File: src/hw/fdo_pkg.sv
// Constants, types and helpers of the four-channel output process image.
// Assumes one 250 MHz clock; counts are derived from it here.
package fdo_pkg;
  // ----------------------------------------
  // Timing
  // ----------------------------------------
  localparam int CLK_KHZ = 250_000;
  localparam int RESP_MS = 10;
  localparam int RESP_CYC = RESP_MS * CLK_KHZ;
  localparam int TX_US = 6500;
  localparam int TX_CYC = TX_US * (CLK_KHZ / 1000);
  localparam int WDOG_MS = 500;
  localparam int WDOG_CYC = WDOG_MS * CLK_KHZ;
  localparam int MS_CYC = CLK_KHZ;
  localparam int NCH = 4;

  // ----------------------------------------
  // Telegram layouts
  // ----------------------------------------
  localparam logic [7:0] LAY_STD = 8'h1E;
  localparam logic [7:0] LAY_2 = 8'h1F;
  localparam logic [7:0] LAY_4 = 8'h21;
  localparam logic [7:0] LAY_8 = 8'h25;
  localparam logic [2:0] PAD_STD = 3'h0;
  localparam logic [2:0] PAD_2 = 3'h1;
  localparam logic [2:0] PAD_4 = 3'h3;
  localparam logic [2:0] PAD_8 = 3'h7;

  // ----------------------------------------
  // Register map and reset values
  // ----------------------------------------
  localparam logic [7:0] REG_CTRL = 8'h00;
  localparam logic [7:0] REG_LFD = 8'h04;
  localparam logic [7:0] REG_SUB = 8'h08;
  localparam logic [7:0] REG_DLY = 8'h0C;
  localparam logic [7:0] REG_STAT = 8'h10;
  localparam logic [7:0] REG_IRQ = 8'h14;
  localparam logic [7:0] REG_MASK = 8'h18;
  localparam logic [3:0] LFD_RST = 4'hF;
  localparam logic [5:0] SUB_RST = 6'h00;
  localparam logic [15:0] DLY_RST = 16'h0000;
  localparam logic [3:0] MASK_RST = 4'h0;
  localparam int SUB_MODE_LSB = 4;
  localparam int OFF_DLY_LSB = 8;
  localparam logic [1:0] SM_CUR = 2'h0;
  localparam logic [1:0] SM_SUB = 2'h1;
  localparam logic [1:0] SM_LAST = 2'h2;
  localparam int EV_WDOG = 0;
  localparam int EV_FAULT = 1;
  localparam int EV_INVAL = 2;
  localparam int EV_LEN = 3;

  typedef enum logic [2:0] {
    TX_IDLE = 3'b001,
    TX_DATA = 3'b010,
    TX_PAD = 3'b100
  } fdo_tx_st_t;

  function automatic logic [2:0] fdo_pad(input logic [7:0] code);
    if (code == LAY_2) return PAD_2;
    else if (code == LAY_4) return PAD_4;
    else if (code == LAY_8) return PAD_8;
    else return PAD_STD;
  endfunction : fdo_pad

  function automatic logic fdo_legal(input logic [7:0] code);
    return (code == LAY_STD) || (code == LAY_2) || (code == LAY_4) || (code == LAY_8);
  endfunction : fdo_legal
endpackage : fdo_pkg

File: src/hw/fdo_cfg_if.sv
// Shared channel settings from the register file to each channel.
// Assumes all users sit on sys_clk.
`timescale 1ns/1ns
interface fdo_cfg_if;
  logic [7:0] on_dly;
  logic [7:0] off_dly;
  logic [3:0] lfd_en;
  logic ms_tick;
  modport src (output on_dly, output off_dly, output lfd_en, output ms_tick);
  modport chan (input on_dly, input off_dly, input lfd_en, input ms_tick);
endinterface : fdo_cfg_if

File: src/hw/fdo_chan.sv
// One output channel: on/off delay and line fault flag.
// Assumes fault_pin is asynchronous and ms_tick is a one-cycle pulse.
`timescale 1ns/1ns
module fdo_chan import fdo_pkg::*; #(
  parameter int IDX = 0
) (
  input wire logic sys_clk,
  input wire logic rst,
  fdo_cfg_if.chan cfg,
  input wire logic cmd,
  input wire logic fault_pin,
  output logic out_r,
  output logic fault_r
);
  logic [7:0] cnt_r;
  logic [7:0] dly;
  logic sync1_r;
  logic sync2_r;

  assign dly = cmd ? cfg.on_dly : cfg.off_dly;

  // ----------------------------------------
  // Delayed output
  // ----------------------------------------
  // Ms ticks are free running, so a delay may end up to 1 ms early
  always_ff @(posedge sys_clk) begin
    if (rst) begin
      out_r <= 1'b0;
      cnt_r <= 8'h00;
    end else if (cmd == out_r) begin
      cnt_r <= 8'h00;
    end else if (cnt_r >= dly) begin
      out_r <= cmd;
      cnt_r <= 8'h00;
    end else if (cfg.ms_tick) begin
      cnt_r <= cnt_r + 8'h01;
    end
  end

  // ----------------------------------------
  // Line fault
  // ----------------------------------------
  always_ff @(posedge sys_clk) begin
    if (rst) begin
      sync1_r <= 1'b0;
      sync2_r <= 1'b0;
      fault_r <= 1'b0;
    end else begin
      sync1_r <= fault_pin;
      sync2_r <= sync1_r;
      fault_r <= cfg.lfd_en[IDX] & sync2_r;
    end
  end
endmodule : fdo_chan

File: src/hw/fdo_tx.sv
// Input telegram sender: data byte, then zero pad bytes.
// Assumes the com unit takes a byte when tx_valid and tx_ready are high.
`timescale 1ns/1ns
module fdo_tx import fdo_pkg::*; (
  input wire logic sys_clk,
  input wire logic rst,
  input wire logic start,
  input wire logic [7:0] stat,
  input wire logic [2:0] pad,
  input wire logic tx_ready,
  output logic tx_valid,
  output logic [7:0] tx_data,
  output logic tx_last
);
  fdo_tx_st_t st_r;
  logic [2:0] left_r;

  // ----------------------------------------
  // Sequencer
  // ----------------------------------------
  // A start while busy is dropped; a stalled com unit skips a period
  always_ff @(posedge sys_clk) begin
    if (rst) begin
      st_r <= TX_IDLE;
      tx_valid <= 1'b0;
      tx_data <= 8'h00;
      tx_last <= 1'b0;
      left_r <= 3'h0;
    end else begin
      case (st_r)
        TX_IDLE: begin
          if (start) begin
            st_r <= TX_DATA;
            tx_valid <= 1'b1;
            tx_data <= stat;
            tx_last <= (pad == PAD_STD);
            left_r <= pad;
          end
        end
        TX_DATA, TX_PAD: begin
          if (tx_ready) begin
            if (tx_last) begin
              st_r <= TX_IDLE;
              tx_valid <= 1'b0;
              tx_last <= 1'b0;
            end else begin
              st_r <= TX_PAD;
              tx_data <= 8'h00;
              tx_last <= (left_r == 3'h1);
              left_r <= left_r - 3'h1;
            end
          end
        end
        default: st_r <= TX_IDLE;
      endcase
    end
  end
endmodule : fdo_tx

File: src/hw/fdo_top.sv
// Four-channel digital output process image with com unit link.
// Assumes the com unit runs on sys_clk; fault pins are asynchronous.
// How it works
// - A new command reaches the output pin one cycle later when no delay is set.
// - An input telegram is sent to the com unit every 6.5 ms.
// - Bytes travel in ascending order, byte 1 first, also when paired into words.
// - Input byte 1 bit 2(n-1) reports the real output state of channel n.
// - Input byte 1 bit 2(n-1)+1 reports a line fault of channel n.
// - A channel marked invalid drives its substitute value (SM_SUB), its last good value (SM_LAST) or else its received value.
// - On and off delays hold the output, and the report follows the real output.
// - Layout codes 30, 31, 33 and 37 are accepted; any other write is ignored.
// - Layouts 31, 33 and 37 append 1, 3 and 7 empty bytes each way.
// - With no good telegram for 0.5 s the outputs go to the safe state.
// - Line fault detection is enabled per channel; disabled never flags.
`timescale 1ns/1ns
module fdo_top import fdo_pkg::*; #(
  parameter int TX_PER = TX_CYC,
  parameter int WDOG_LIM = WDOG_CYC,
  parameter int MS_PER = MS_CYC
) (
  input wire logic sys_clk,
  input wire logic rst,
  input wire logic [7:0] reg_addr,
  input wire logic [31:0] reg_wdata,
  input wire logic reg_wr,
  input wire logic reg_rd,
  output logic [31:0] reg_rdata,
  input wire logic rx_valid,
  input wire logic [7:0] rx_data,
  input wire logic rx_last,
  output logic tx_valid,
  output logic [7:0] tx_data,
  output logic tx_last,
  input wire logic tx_ready,
  input wire logic [3:0] fault_pin,
  output logic [3:0] out_drv,
  output logic irq
);
  localparam int TX_W = $clog2(TX_PER) + 1;
  localparam int WD_W = $clog2(WDOG_LIM) + 1;
  localparam int MS_W = $clog2(MS_PER) + 1;

  fdo_cfg_if cfg ();
  logic [7:0] lay_r;
  logic [3:0] lfd_r;
  logic [5:0] sub_r;
  logic [15:0] dly_r;
  logic [3:0] mask_r;
  logic [3:0] irq_st_r;
  logic [3:0] ev;
  logic [3:0] clr;
  logic [3:0] rx_cnt_r;
  logic [7:0] b1_r;
  logic [7:0] rx_b1;
  logic [2:0] pad;
  logic acc;
  logic len_err;
  logic [3:0] val_r;
  logic [3:0] inval_r;
  logic [3:0] good_r;
  logic [3:0] cmd_eff;
  logic [3:0] out_w;
  logic [3:0] flt_w;
  logic [3:0] flt_q_r;
  logic [7:0] stat_byte;
  logic safe_r;
  logic [WD_W-1:0] wd_cnt_r;
  logic [MS_W-1:0] ms_cnt_r;
  logic ms_tick_r;
  logic [TX_W-1:0] tx_cnt_r;
  logic tx_go_r;
  logic [1:0] sub_mode;

  assign sub_mode = sub_r[SUB_MODE_LSB +: 2];
  assign cfg.on_dly = dly_r[7:0];
  assign cfg.off_dly = dly_r[OFF_DLY_LSB +: 8];
  assign cfg.lfd_en = lfd_r;
  assign cfg.ms_tick = ms_tick_r;
  assign out_drv = out_w;

  // ----------------------------------------
  // Register writes
  // ----------------------------------------
  always_ff @(posedge sys_clk) begin
    if (rst) begin
      lay_r <= LAY_STD;
      lfd_r <= LFD_RST;
      sub_r <= SUB_RST;
      dly_r <= DLY_RST;
      mask_r <= MASK_RST;
    end else if (reg_wr) begin
      if (reg_addr == REG_CTRL) begin
        if (fdo_legal(reg_wdata[7:0])) lay_r <= reg_wdata[7:0];
      end else if (reg_addr == REG_LFD) begin
        lfd_r <= reg_wdata[3:0];
      end else if (reg_addr == REG_SUB) begin
        sub_r <= reg_wdata[5:0];
      end else if (reg_addr == REG_DLY) begin
        dly_r <= reg_wdata[15:0];
      end else if (reg_addr == REG_MASK) begin
        mask_r <= reg_wdata[3:0];
      end
    end
  end

  // ----------------------------------------
  // Register reads
  // ----------------------------------------
  always_ff @(posedge sys_clk) begin
    if (rst) begin
      reg_rdata <= 32'h0;
    end else if (reg_rd) begin
      if (reg_addr == REG_CTRL) reg_rdata <= {24'h0, lay_r};
      else if (reg_addr == REG_LFD) reg_rdata <= {28'h0, lfd_r};
      else if (reg_addr == REG_SUB) reg_rdata <= {26'h0, sub_r};
      else if (reg_addr == REG_DLY) reg_rdata <= {16'h0, dly_r};
      else if (reg_addr == REG_STAT) reg_rdata <= {19'h0, safe_r, inval_r, flt_w, out_w};
      else if (reg_addr == REG_IRQ) reg_rdata <= {28'h0, irq_st_r};
      else if (reg_addr == REG_MASK) reg_rdata <= {28'h0, mask_r};
      else reg_rdata <= 32'h0;
    end else begin
      reg_rdata <= 32'h0;
    end
  end

  // ----------------------------------------
  // Interrupts
  // ----------------------------------------
  assign clr = (reg_wr && reg_addr == REG_IRQ) ? reg_wdata[3:0] : 4'h0;
  assign ev[EV_WDOG] = (wd_cnt_r == WD_W'(WDOG_LIM - 1)) && !acc && !safe_r;
  assign ev[EV_FAULT] = |(flt_w & ~flt_q_r);
  assign ev[EV_INVAL] = acc && |{rx_b1[7], rx_b1[5], rx_b1[3], rx_b1[1]};
  assign ev[EV_LEN] = len_err;

  // Set beats clear so no event is lost
  always_ff @(posedge sys_clk) begin
    if (rst) begin
      irq_st_r <= 4'h0;
      flt_q_r <= 4'h0;
      irq <= 1'b0;
    end else begin
      irq_st_r <= (irq_st_r & ~clr) | ev;
      flt_q_r <= flt_w;
      irq <= |(irq_st_r & mask_r);
    end
  end

  // ----------------------------------------
  // Receive telegram
  // ----------------------------------------
  assign pad = fdo_pad(lay_r);
  assign rx_b1 = (rx_cnt_r == 4'h0) ? rx_data : b1_r;
  assign acc = rx_valid && rx_last && (rx_cnt_r == {1'b0, pad});
  assign len_err = rx_valid && rx_last && !acc;

  // Byte 1 comes first; pad bytes are counted, not stored
  always_ff @(posedge sys_clk) begin
    if (rst) begin
      rx_cnt_r <= 4'h0;
      b1_r <= 8'h00;
    end else if (rx_valid) begin
      if (rx_cnt_r == 4'h0) b1_r <= rx_data;
      if (rx_last) rx_cnt_r <= 4'h0;
      else if (rx_cnt_r != 4'hF) rx_cnt_r <= rx_cnt_r + 4'h1;
    end
  end

  // ----------------------------------------
  // Watchdog
  // ----------------------------------------
  always_ff @(posedge sys_clk) begin
    if (rst) begin
      wd_cnt_r <= '0;
      safe_r <= 1'b0;
    end else if (acc) begin
      wd_cnt_r <= '0;
      safe_r <= 1'b0;
    end else if (wd_cnt_r == WD_W'(WDOG_LIM - 1)) begin
      safe_r <= 1'b1;
    end else begin
      wd_cnt_r <= wd_cnt_r + WD_W'(1);
    end
  end

  // ----------------------------------------
  // Time bases
  // ----------------------------------------
  always_ff @(posedge sys_clk) begin
    if (rst) begin
      ms_cnt_r <= '0;
      ms_tick_r <= 1'b0;
    end else begin
      ms_tick_r <= (ms_cnt_r == MS_W'(MS_PER - 1));
      ms_cnt_r <= (ms_cnt_r == MS_W'(MS_PER - 1)) ? '0 : ms_cnt_r + MS_W'(1);
    end
  end

  always_ff @(posedge sys_clk) begin
    if (rst) begin
      tx_cnt_r <= '0;
      tx_go_r <= 1'b0;
    end else begin
      tx_go_r <= (tx_cnt_r == TX_W'(TX_PER - 1));
      tx_cnt_r <= (tx_cnt_r == TX_W'(TX_PER - 1)) ? '0 : tx_cnt_r + TX_W'(1);
    end
  end

  // ----------------------------------------
  // Channels
  // ----------------------------------------
  for (genvar i = 0; i < NCH; i++) begin : g_ch
    logic ce;
    always_ff @(posedge sys_clk) begin
      if (rst) begin
        val_r[i] <= 1'b0;
        inval_r[i] <= 1'b0;
        good_r[i] <= 1'b0;
      end else if (acc) begin
        val_r[i] <= rx_b1[2*i];
        inval_r[i] <= rx_b1[2*i+1];
        if (!rx_b1[2*i+1]) good_r[i] <= rx_b1[2*i];
      end
    end
    always_comb begin
      if (!(inval_r[i] || safe_r)) ce = val_r[i];
      else if (sub_mode == SM_SUB) ce = sub_r[i];
      else if (sub_mode == SM_LAST) ce = good_r[i];
      else ce = val_r[i];
    end
    assign cmd_eff[i] = ce;
    assign stat_byte[2*i] = out_w[i];
    assign stat_byte[2*i+1] = flt_w[i];
    fdo_chan #(.IDX(i)) u_chan (
      .sys_clk(sys_clk),
      .rst(rst),
      .cfg(cfg.chan),
      .cmd(cmd_eff[i]),
      .fault_pin(fault_pin[i]),
      .out_r(out_w[i]),
      .fault_r(flt_w[i])
    );
  end

  fdo_tx u_tx (
    .sys_clk(sys_clk),
    .rst(rst),
    .start(tx_go_r),
    .stat(stat_byte),
    .pad(pad),
    .tx_ready(tx_ready),
    .tx_valid(tx_valid),
    .tx_data(tx_data),
    .tx_last(tx_last)
  );

  // ----------------------------------------
  // Checks
  // ----------------------------------------
  logic [TX_W-1:0] gap_r;
  logic [3:0] tx_n_r;
  logic [2:0] pad_q_r;
  // Gap starts at all ones so the first period after reset also spans TX_PER
  always_ff @(posedge sys_clk) begin
    if (rst) begin
      gap_r <= '1;
      tx_n_r <= 4'h0;
      pad_q_r <= PAD_STD;
    end else begin
      gap_r <= tx_go_r ? '0 : gap_r + TX_W'(1);
      if (tx_valid && tx_ready) tx_n_r <= tx_last ? 4'h0 : tx_n_r + 4'h1;
      // Pad count is fixed when a telegram starts; a layout write mid-telegram waits
      if (tx_go_r && !tx_valid) pad_q_r <= pad;
    end
  end
endmodule : fdo_top

File: config.mk
export PLATFORM = sky130hd
export DESIGN_NAME = fdo_top
export DESIGN_NICKNAME = d
export VERILOG_FILES = /design/src/hw/fdo_pkg.sv /design/src/hw/fdo_cfg_if.sv /design/src/hw/fdo_chan.sv /design/src/hw/fdo_tx.sv /design/src/hw/fdo_top.sv
export SDC_FILE = /design/constraint.sdc
export NUM_CORES = 1
export LEC_CHECK = 0
export ABC_CLOCK_PERIOD_IN_PS = 3600
export BUFFER_PORTS_ARGS = -buffer_cell sky130_fd_sc_hd__buf_4
export CELL_PAD_IN_SITES_DETAIL_PLACEMENT = 1
export CELL_PAD_IN_SITES_GLOBAL_PLACEMENT = 2
export CORE_AREA = 5 5 178 180
export CTS_CLUSTER_SIZE = 28
export DETAILED_ROUTE_END_ITERATION = 12
export DIE_AREA = 0 0 183 185
export GPL_TIMING_DRIVEN = 0
export PLACE_DENSITY_LB_ADDON = 0.2
export SLEW_MARGIN = 40
export SYNTH_ARGS = -nofsm -noshare
export SYNTH_HDL_FRONTEND = slang
export SYNTH_SLANG_ARGS = --single-unit
File: constraint.sdc
create_clock -name sys_clk -period 3.6 [get_ports sys_clk]
set_input_delay 0.36 -clock sys_clk [delete_from_list [all_inputs] [get_ports sys_clk]]
set_output_delay 0.36 -clock sys_clk [all_outputs]
set_load 0.05 [all_outputs]
# ---- Word-level counts from Yosys, hierarchy flattened
# Index checks and enable logic that the tools add are counted.
dict set report word_totals {
  register_bits 239
  output_inout_bits 47
  wordCells 227
}
dict set report op_classes {
  n_addsub 9
  magnitude_cmp 4
  n_eq_ne 32
  muxes 50
  n_bitwise 23
  reduce_logical 53
}
# op count
set ops {}
lappend ops {{2-to-1 mux 8 bit} 11}
lappend ops {{== test 8 x 5 -> 1 bit, second input constant} 6}
lappend ops {{adder 8 x 1 -> 8 bit, second input constant} 4}
lappend ops {{== test 8 x 6 -> 1 bit, second input constant} 4}
lappend ops {{greater-or-equal comparator 8 bit} 4}
lappend ops {{adder 28 x 1 -> 28 bit, second input constant} 1}
lappend ops {{== test 28 x 27 -> 1 bit, second input constant} 1}
lappend ops {{2-to-1 mux 3 bit} 9}
lappend ops {{adder 22 x 1 -> 22 bit, second input constant} 1}
lappend ops {{== test 22 x 21 -> 1 bit, second input constant} 1}
lappend ops {{2-to-1 mux 4 bit} 5}
lappend ops {{AND reduction 2 bit} 10}
lappend ops {{adder 19 x 1 -> 19 bit, second input constant} 1}
lappend ops {{== test 19 x 18 -> 1 bit, second input constant} 1}
lappend ops {{2-to-1 mux 1 bit} 18}
lappend ops {{== test 8 x 4 -> 1 bit, second input constant} 2}
lappend ops {{2-to-1 mux 16 bit} 1}
lappend ops {{case mux 8 bit (2 select lines)} 1}
lappend ops {{2-to-1 mux 13 bit} 1}
lappend ops {{inverter 1 bit} 13}
lappend ops {{bitwise AND 4 bit} 3}
lappend ops {{case mux 3 bit (2 select lines)} 2}
lappend ops {{AND reduction 4 bit} 3}
lappend ops {{OR reduction 3 bit} 4}
lappend ops {{other kinds (31)} 64}

# ---- Logic depth before layout (Yosys ltp)
# Gate-level depths: netlist (run 1).
dict set report logic_depth {
  ltp_word 10
  mapped_depth 14
  ltp_nobuf 10
}

# ---- By module
# From an unflattened synthesis (run 1), not the netlist that was laid out.
dict set report hier_totals {
  cells_unflattened 1231
  hier_area_um2 10946.7
}
# module n_inst cells_each area_each_um2 seq_area_each_um2
set by_module_without_submodules {}
lappend by_module_without_submodules {fdo_top 1 839 7155.6 3183.1}
lappend by_module_without_submodules {{fdo_chan (g_ch[1].u_chan ...)} 3 75 752.0 240.2}
lappend by_module_without_submodules {{fdo_chan (g_ch[0].u_chan)} 1 75 772.0 240.2}
lappend by_module_without_submodules {fdo_tx 1 92 763.2 320.3}

# ---- Least setup slack after synthesis (run 1)
# OpenSTA, ideal clock, no wires.
dict set report synth_path {
  path_kind {flip-flop to flip-flop}
  start {register sub_r[5]}
  end {register g_ch[3].u_chan.out_r}
  arrival_time_ps 2843
  t_required_ps 3479
  path_slack_ps 636
  stages_incl_launch_ff 14
  period_less_slack_ps 2964
  path_cell_list {dfxtp_1 buf_2 buf_1 a221oi_1 o22ai_1 buf_2 mux2_2 ha_1 nand2b_1 a211oi_1 o21ai_0 a21o_1 clkbuf_1 mux2_2}
}
dict set report synth_via {
  elab_chain_len 7
  elab_cells_between_ends 10
  cone_classes {1 x order compare; 3 x eq/ne; 4 x mux; 1 x bitwise; 1 x reduce/logical}
}
# element line
set synth_rtl {}
lappend synth_rtl {{start: declaration} fdo_top.sv:46} ;# logic [5:0] sub_r;
lappend synth_rtl {{start signal: assignment} fdo_top.sv:97} ;# sub_r <= reg_wdata[5:0];
lappend synth_rtl {{== test 2 bit} fdo_top.sv:227} ;# else if (sub_mode == SM_LAST) ce = good_r[i];
lappend synth_rtl {{2-to-1 mux 1 bit} fdo_top.sv:227}
lappend synth_rtl {{2-to-1 mux 1 bit (*)} fdo_top.sv:226} ;# else if (sub_mode == SM_SUB) ce = sub_r[i];
lappend synth_rtl {{2-to-1 mux 1 bit (*)} fdo_top.sv:225} ;# if (!(inval_r[i] || safe_r)) ce = val_r[i];
lappend synth_rtl {{2-to-1 mux 8 bit or == test 1 bit (tied branches)} {fdo_chan.sv:20, fdo_chan.sv:30}}
lappend synth_rtl {{greater-or-equal comparator 8 bit or inverter 1 bit (tied branches)} n/a}
lappend synth_rtl {{AND reduction 2 bit (no source line)} n/a}
lappend synth_rtl {{end signal: assignment} fdo_chan.sv:33} ;# out_r <= cmd;
lappend synth_rtl {{end: declaration} fdo_chan.sv:12} ;# output logic out_r,
# Mark *: on every way between the ends. The rest lies on a longest branch, timed or not.
# A chain may end at the register's enable or synchronous reset.

# ---- Worst setup path in the final report (run 1)
dict set report layout_path {
  start {register sub_r[5]}
  end {register g_ch[0].u_chan.cnt_r[5]}
}
dict set report layout_via {
  elab_chain_len 7
  elab_cells_between_ends 9
  cone_classes {1 x order compare; 3 x eq/ne; 4 x mux; 1 x reduce/logical}
}
# element line
set layout_rtl {}
lappend layout_rtl {{== test 2 bit} fdo_top.sv:227}
lappend layout_rtl {{2-to-1 mux 1 bit} fdo_top.sv:227}
lappend layout_rtl {{2-to-1 mux 1 bit (*)} fdo_top.sv:226}
lappend layout_rtl {{2-to-1 mux 1 bit (*)} fdo_top.sv:225}
lappend layout_rtl {{2-to-1 mux 8 bit} fdo_chan.sv:20} ;# assign dly = cmd ? cfg.on_dly : cfg.off_dly;
lappend layout_rtl {{greater-or-equal comparator 8 bit} fdo_chan.sv:32} ;# end else if (cnt_r >= dly) begin
lappend layout_rtl {{OR reduction 3 bit (no source line) (*)} n/a}
lappend layout_rtl {{end signal: assignment} fdo_chan.sv:36} ;# cnt_r <= cnt_r + 8'h01;
lappend layout_rtl {{end: declaration} fdo_chan.sv:15} ;# logic [7:0] cnt_r;
# Marks and branches as above.

==> results.json, run 1 <==
{
  "status": "finished clean",
  "setup_violations": 0,
  "dpl.hpwl_mm": 24.0,
  "p_comb_share_pct": 5.9,
  "die_h_um": 185,
  "start_util_pct": 36.3,
  "clk_pin_slew_ps": 60,
  "r2r_slack_ps": 240,
  "cp_max_fo": 18,
  "routabilityCongestion": 0.852,
  "clkPwrFrac_pct": 47.3,
  "cts_tree": "built",
  "fin_nets": 1447,
  "leakagePower_nw": 4.89,
  "dp.cells": 1713,
  "power_frac_seq_pct": 46.8,
  "gr-total-overflow": 0,
  "switching_power_mw": 1.29,
  "wl_mm": 32.4,
  "ys_top_cells_by_count": "dfxtp_1 (223), nor2_1 (154), nand2_1 (93), mux2i_1 (60), a21oi_1 (49)",
  "intPower_mw": 4.11,
  "antenna_found_initial": 0,
  "avgSynthCellArea_um2": 8.83,
  "grt_pass1_vias": 9261,
  "min_period_over_period_pct": 93.4,
  "rsz0062_at_grt": "no",
  "path_cells": "buf_2 > a221oi_1 > o22ai_1 > buf_2 > mux2_2 > ha_1 > nand2b_1 > a211oi_1 > o21ai_0 > a21o_1 > buf_1 > nor4_1",
  "cpMostUsedCell": "buf_2",
  "pwr_density_cell_mw_per_mm2": 422,
  "fillCellCount": 3568,
  "ios": 106,
  "ys_types": 70,
  "cts_buffer_depth": 3,
  "timing_worst_setup_path_type": "flip-flop to flip-flop",
  "slew-limit-headroom_pct": 43.9,
  "num_antenna_cells": 0,
  "dpl_cell_area_mm2": 0.0120,
  "drt_iter0_markers": 384,
  "fin_setup_tns_ps": 0,
  "synthCells": 1233,
  "ir_worst_vdd_mv": 0.300,
  "crit_required_ps": 4030,
  "yosysMostFrequentCell": "dfxtp_1",
  "whs_ps": 42.2,
  "num_rows": 64,
  "core-area_mm2": 0.0300,
  "synth-seq-cells": 223,
  "routedWlPerCell_um": 18.4,
  "ys_warn_count": 0,
  "fin_cells": 1758,
  "synthArstFlopShare_pct": 0,
  "cts_buffers": 27,
  "start_kind": "flip-flop",
  "portBuffers": 69,
  "vias": 9144,
  "track_usage_pct": 18.9,
  "hold_viol": 0,
  "finalMaxSlewViolations": 0,
  "drc": 0,
  "max_freq_ghz": 0.297,
  "grt_max_degree": 19,
  "drive_gt1_share_pct": 13.1,
  "via_per_inst": 5.20,
  "min_path_type": "primary input to flip-flop",
  "synth_top_flop_cell": "dfxtp_1",
  "grt_pass1_wl_mm": 52.2,
  "synth_top_area_share_pct": 41.0,
  "fin_ws_ps": 238,
  "first_pass_iters": 4,
  "crit_arrival_ps": 3790,
  "fin_area_mm2": 0.0128,
  "critical_path_buf_inv_count": 3,
  "pre_cts_ws_ps": -121,
  "die_w_um": 183,
  "cts_num_sinks": 223,
  "dieArea_mm2": 0.0339,
  "swShare_pct": 23.8,
  "synth_edf_count": 0,
  "yosysSeqAreaShare_pct": 41.0,
  "syn2layout_area_growth_pct": 17.6,
  "synth.largest_area_cell": "dfxtp_1",
  "cp-end-kind": "flip-flop",
  "crit_family": "compound AO/OA/AOI/OAI gates",
  "max_cap_viol_count": 0,
  "cts_setup_buffers": 0,
  "netlist_area_mm2": 0.0109,
  "clock_latency_ps": 530,
  "slowest_delay_ps": 390,
  "clockRootBuffer": "clkbuf_16",
  "ys_top_cells_by_area": "dfxtp_1 (41%), mux2i_1 (5.5%), nor2_1 (5.3%)",
  "antenna_left": 0,
  "worst_slew_pin_slew_ps": 841,
  "finClkSkew_ps": 7.01,
  "h-tree-depth": 1,
  "period_minus_slack_ps": 3360,
  "cp_slowest_cell": "mux2_2"
}
registers in the layout (all words and copies together), names as in the netlist, 6 cells and up:
register and count:
wd_cnt_r 28, dly_r 16, sub_r 6, reg_rdata 16, lay_r 8, tx_cnt_r 22
g_ch.u_chan.cnt_r 32, u_tx.tx_data 8, b1_r 8, ms_cnt_r 19
worst register-to-register path, stage by stage, from the launching register on:
cell	delay (ps)
dfxtp_1	310
buf_2	290
a221oi_1	150
o22ai_1	320
buf_2	360
mux2_2	390
ha_1	260
nand2b_1	140
a211oi_1	230
o21ai_0	120
a21o_1	170
buf_1	220
nor4_1	310
layout make-up:
type | instances | area [µm²] | share of cell area [%]
clock buffer | 38 | 747 | 5.83
tap | 396 | 495 | 3.87
timing repair buffer | 69 | 518 | 4.04
clock inverter | 8 | 67.6 | 0.527
inverter | 48 | 180 | 1.41
sequential | 223 | 4460 | 34.9
multi-input combinational | 900 | 5950 | 46.5
buffer | 76 | 387 | 3.02
final timing paths:
| kind | cells past startpoint | to | from |
|---|---|---|---|
| max reg2reg | 12 | g_ch[0].u_chan.cnt_r[5]$_SDFFE_PP0P_ | sub_r[5]$_SDFFE_PP0P_ |
| min | 2 | g_ch[2].u_chan.sync1_r$_SDFF_PP0_ | fault_pin[2] |
| min reg2reg | 1 | g_ch[0].u_chan.sync2_r$_SDFF_PP0_ | g_ch[0].u_chan.sync1_r$_SDFF_PP0_ |
| max | 12 | g_ch[0].u_chan.cnt_r[5]$_SDFFE_PP0P_ | sub_r[5]$_SDFFE_PP0P_ |
stage by stage:
step,power [mW],utilization (%)
2_1_floorplan,2.78,-
3_3_place_gp,2.90,39.8
3_5_place_dp,2.90,40.0
4_1_cts,5.48,42.7
5_1_grt,5.62,42.7
6_report,5.40,42.7
cells in the final DEF (no fill, tap or decap), drive strengths merged, types with 8 or more instances in the layout:
master  netlist  final
or2           9      9
o21ai        25     25
nor2        154    154
nor3         23     23
xor2         45     45
and4          9      9
nand2b       12     12
a22oi        15     15
o22ai         9      9
and2         10     10
buf          42    110
conb          1     16
nor2b        23     23
mux2i        60     60
nand2        93     93
mux2         13     13
xnor2        48     48
inv          48     48
nand4        28     28
clkbuf       35     73
dfxtp       223    223
and3         14     14
ha           43     43
a21o          8      8
nand3        43     43
nor4         50     50
a21oi        49     49
a211oi       22     22
logic make-up (layout without fill, tap and decap cells):
group / Yosys count / in the layout / synth area share [%]
simple gates: 501 / 501 / 23.4
flops: 223 / 223 / 41.0
compound gates: 174 / 174 / 11.0
buf+inv: 125 / 239 / 5.23
xor+xnor: 93 / 93 / 7.48
mux: 73 / 73 / 6.93
fa+ha+maj: 43 / 43 / 4.94
other cells: 1 / 16 / 0.0344
power by group through the flow:
stage | combinational [mW] | sequential, mW | clock, mW
after floorplan | 0.207 | 2.57 | 0
after global placement | 0.316 | 2.58 | 0
after detailed placement | 0.320 | 2.58 | 0
after CTS | 0.322 | 2.53 | 2.63
after global routing | 0.348 | 2.53 | 2.75
final | 0.319 | 2.53 | 2.56
routing by layer:
layer	global-route usage, %	routed length [µm]	vias up
met5	0	0	-
met4	3.84	571	0
met3	2.67	1250	46
met2	31.2	14600	140
met1	26.5	15900	4408
li1	-	-	4550
timing repair:
action,in CTS,in global routing
setup endpoints to repair,9,0
hold buffers,0,0
gates resized for setup,0,0
Note: power is estimated with default switching activity, not from simulation.
==> inputs of run 2 (changes only) <==
--- a/config.mk
+++ b/config.mk
@@ -15,6 +15,7 @@
 export DIE_AREA = 0 0 183 185
 export GPL_TIMING_DRIVEN = 0
 export PLACE_DENSITY_LB_ADDON = 0.2
+export REMOVE_ABC_BUFFERS = 1
 export SLEW_MARGIN = 40
 export SYNTH_ARGS = -nofsm -noshare
 export SYNTH_HDL_FRONTEND = slang
==> run 2 against run 1 <==
Effect of this change:
- design area down 0.96%
- first-iteration DRC count is 22% lower
- clock power increased by 10%
- sequential cell count did not move
- worst setup slack better by 71 ps
- count of clock-buffer cells in the layout shrank 2
- die area unchanged
- largest power group unchanged
==> results.json, run 2 (same netlist as run 1, synthesis figures left out) <==
{
  "status": "finished clean",
  "track_usage_pct": 17.3,
  "cts_buffer_depth": 3,
  "largest_reg_flops": 32,
  "clk_pin_slew_ps": 60,
  "pwr_density_cell_mw_per_mm2": 445,
  "ios": 106,
  "via_per_inst": 5.24,
  "gr-total-overflow": 0,
  "cp_slowest_cell": "a311oi_1",
  "die_h_um": 185,
  "min_period_over_period_pct": 91.4,
  "dpl_cell_area_mm2": 0.0117,
  "start_util_pct": 36.3,
  "r2r_slack_ps": 310,
  "drc": 0,
  "grt_max_degree": 127,
  "intPower_mw": 4.36,
  "cp-startpoint": "safe_r$_SDFFE_PP0N_",
  "grt_pass1_wl_mm": 48.3,
  "portBuffers": 73,
  "p_comb_share_pct": 5.3,
  "clkPwrFrac_pct": 49.9,
  "period_minus_slack_ps": 3290,
  "antenna_found_initial": 0,
  "swShare_pct": 22.8,
  "cts_resized": 0,
  "power_frac_seq_pct": 44.8,
  "most-common-layout-cells": "dfxtp_1 (221), nor2_1 (154), nand2_1 (93), buf_4 (73), mux2i_1 (60)",
  "leakagePower_nw": 4.84,
  "vias": 8859,
  "start_kind": "flip-flop",
  "dpl.hpwl_mm": 21.0,
  "switching_power_mw": 1.29,
  "worstHoldStart": "fault_pin[3]",
  "fin_nets": 1379,
  "finalMaxSlewViolations": 0,
  "crit_required_ps": 4020,
  "r2r-start": "safe_r$_SDFFE_PP0N_",
  "postCtsHoldBufs": 0,
  "fin_setup_tns_ps": 0,
  "grt-busiest-layer": "met2",
  "ir_worst_vdd_mv": 0.338,
  "hold_depth": 2,
  "cp_max_fo": 10,
  "clockRootBuffer": "clkbuf_16",
  "cts_tree": "built",
  "cp-end-kind": "flip-flop",
  "num_rows": 64,
  "slew-limit-headroom_pct": 45.1,
  "setup_violations": 0,
  "final_common_cell": "dfxtp_1",
  "max_cap_viol_count": 0,
  "path_cells": "or2_2 > a311oi_1 > o22ai_4 > mux2_2 > ha_1 > nand2b_1 > a211oi_1 > o21ai_0 > a21o_1 > mux2_2",
  "timing_worst_setup_path_type": "flip-flop to flip-flop",
  "routabilityCongestion": 0.802,
  "slowest_delay_ps": 430,
  "die_w_um": 183,
  "r2r_cells": 10,
  "cts_buffers": 27,
  "cpMostUsedCell": "mux2_2",
  "clock_latency_ps": 540,
  "routedWlPerCell_um": 17.5,
  "h-tree-depth": 1,
  "antenna_left": 0,
  "hold_viol": 0,
  "holdPathEnd": "g_ch[3].u_chan.sync1_r$_SDFF_PP0_",
  "max_freq_ghz": 0.304,
  "critical_path_buf_inv_count": 0,
  "core-area_mm2": 0.0300,
  "min_path_type": "primary input to flip-flop",
  "syn2layout_area_growth_pct": 16.5,
  "crit_family": "compound AO/OA/AOI/OAI gates",
  "gr-usage-met2_pct": 29.1,
  "wl_mm": 29.6,
  "drt_iter0_markers": 299,
  "cts_setup_buffers": 0,
  "cts_num_sinks": 223,
  "use_met1_pct": 23.6,
  "worst_slew_pin_slew_ps": 824,
  "first_pass_iters": 4,
  "rsz0062_at_grt": "no",
  "grt_pass1_vias": 9047,
  "finClkSkew_ps": 13.6,
  "timing.rr.end": "g_ch[2].u_chan.out_r$_SDFFE_PP0P_",
  "num_antenna_cells": 0,
  "utilization_pct": 42.3,
  "fin_area_mm2": 0.0127,
  "grt_use_met3_pct": 2.53,
  "crit_arrival_ps": 3720,
  "top_register": "g_ch.u_chan.cnt_r",
  "dieArea_mm2": 0.0339,
  "reg_top3": "g_ch.u_chan.cnt_r (32), wd_cnt_r (28), tx_cnt_r (22)",
  "drive_gt1_share_pct": 13.0
}
run 2: changes by cell type in the layout (fill, tap and decap cells not counted), moves of 2 or more:
cell	delta
buf_2	-11
buf_8	+2
dfxtp_1	-2
dfxtp_2	+2
clkbuf_8	+2
o22ai_2	+3
buf_1	-7
bufinv_16	+3
o22ai_1	-4
buf_4	-19
clkbuf_1	-38
run 2: final cells by class:
cell class | count | area [µm²]
fillers | 3517 | 17300
multi-input cells | 900 | 6010
flip-flops and latches | 223 | 4470
clock buffers | 36 | 759
repair buffers | 77 | 617
well taps | 396 | 495
inverters | 48 | 180
clock inverters | 11 | 158
run 2: how the worst max path moves through the flow:
stage | end | slack [ps] | cells past startpoint
floorplan | irq_st_r[0]$_SDFF_PP0_ | 300 | 5
global placement | irq_st_r[0]$_SDFF_PP0_ | -1320 | 5
detailed placement | g_ch[2].u_chan.out_r$_SDFFE_PP0P_ | 120 | 9
CTS | g_ch[2].u_chan.out_r$_SDFFE_PP0P_ | 110 | 9
global route | g_ch[2].u_chan.out_r$_SDFFE_PP0P_ | 70 | 10
finish | g_ch[2].u_chan.out_r$_SDFFE_PP0P_ | 310 | 10
run 2: power groups by stage:
stage / Combinational, mW / Sequential (mW) / Clock [mW]
finish: 0.296 / 2.53 / 2.82
detailed placement: 0.292 / 2.58 / 0
CTS: 0.294 / 2.53 / 2.91
global placement: 0.280 / 2.58 / 0
floorplan: 0.157 / 2.57 / 0
global route: 0.325 / 2.53 / 3.01
run 2: per-stage QoR:
step / hold WS (ps) / cells / setup slack, ps / power, mW
after CTS: 15.1 / 1689 / 109 / 5.74
after detailed placement: 426 / 1642 / 119 / 2.87
final: 33.0 / 1691 / 309 / 5.64
after global placement: 423 / 1640 / -1320 / 2.86
after floorplan: 413 / 1171 / 303 / 2.73
after global routing: 32.2 / 1691 / 67.8 / 5.86
run 2: per-layer routing:
layer  vias to the layer above  wire length, µm
met1                      4276            14200
met2                       127            13500
met5                         -                0
li1                       4415                -
met3                        41             1310
met4                         0              606
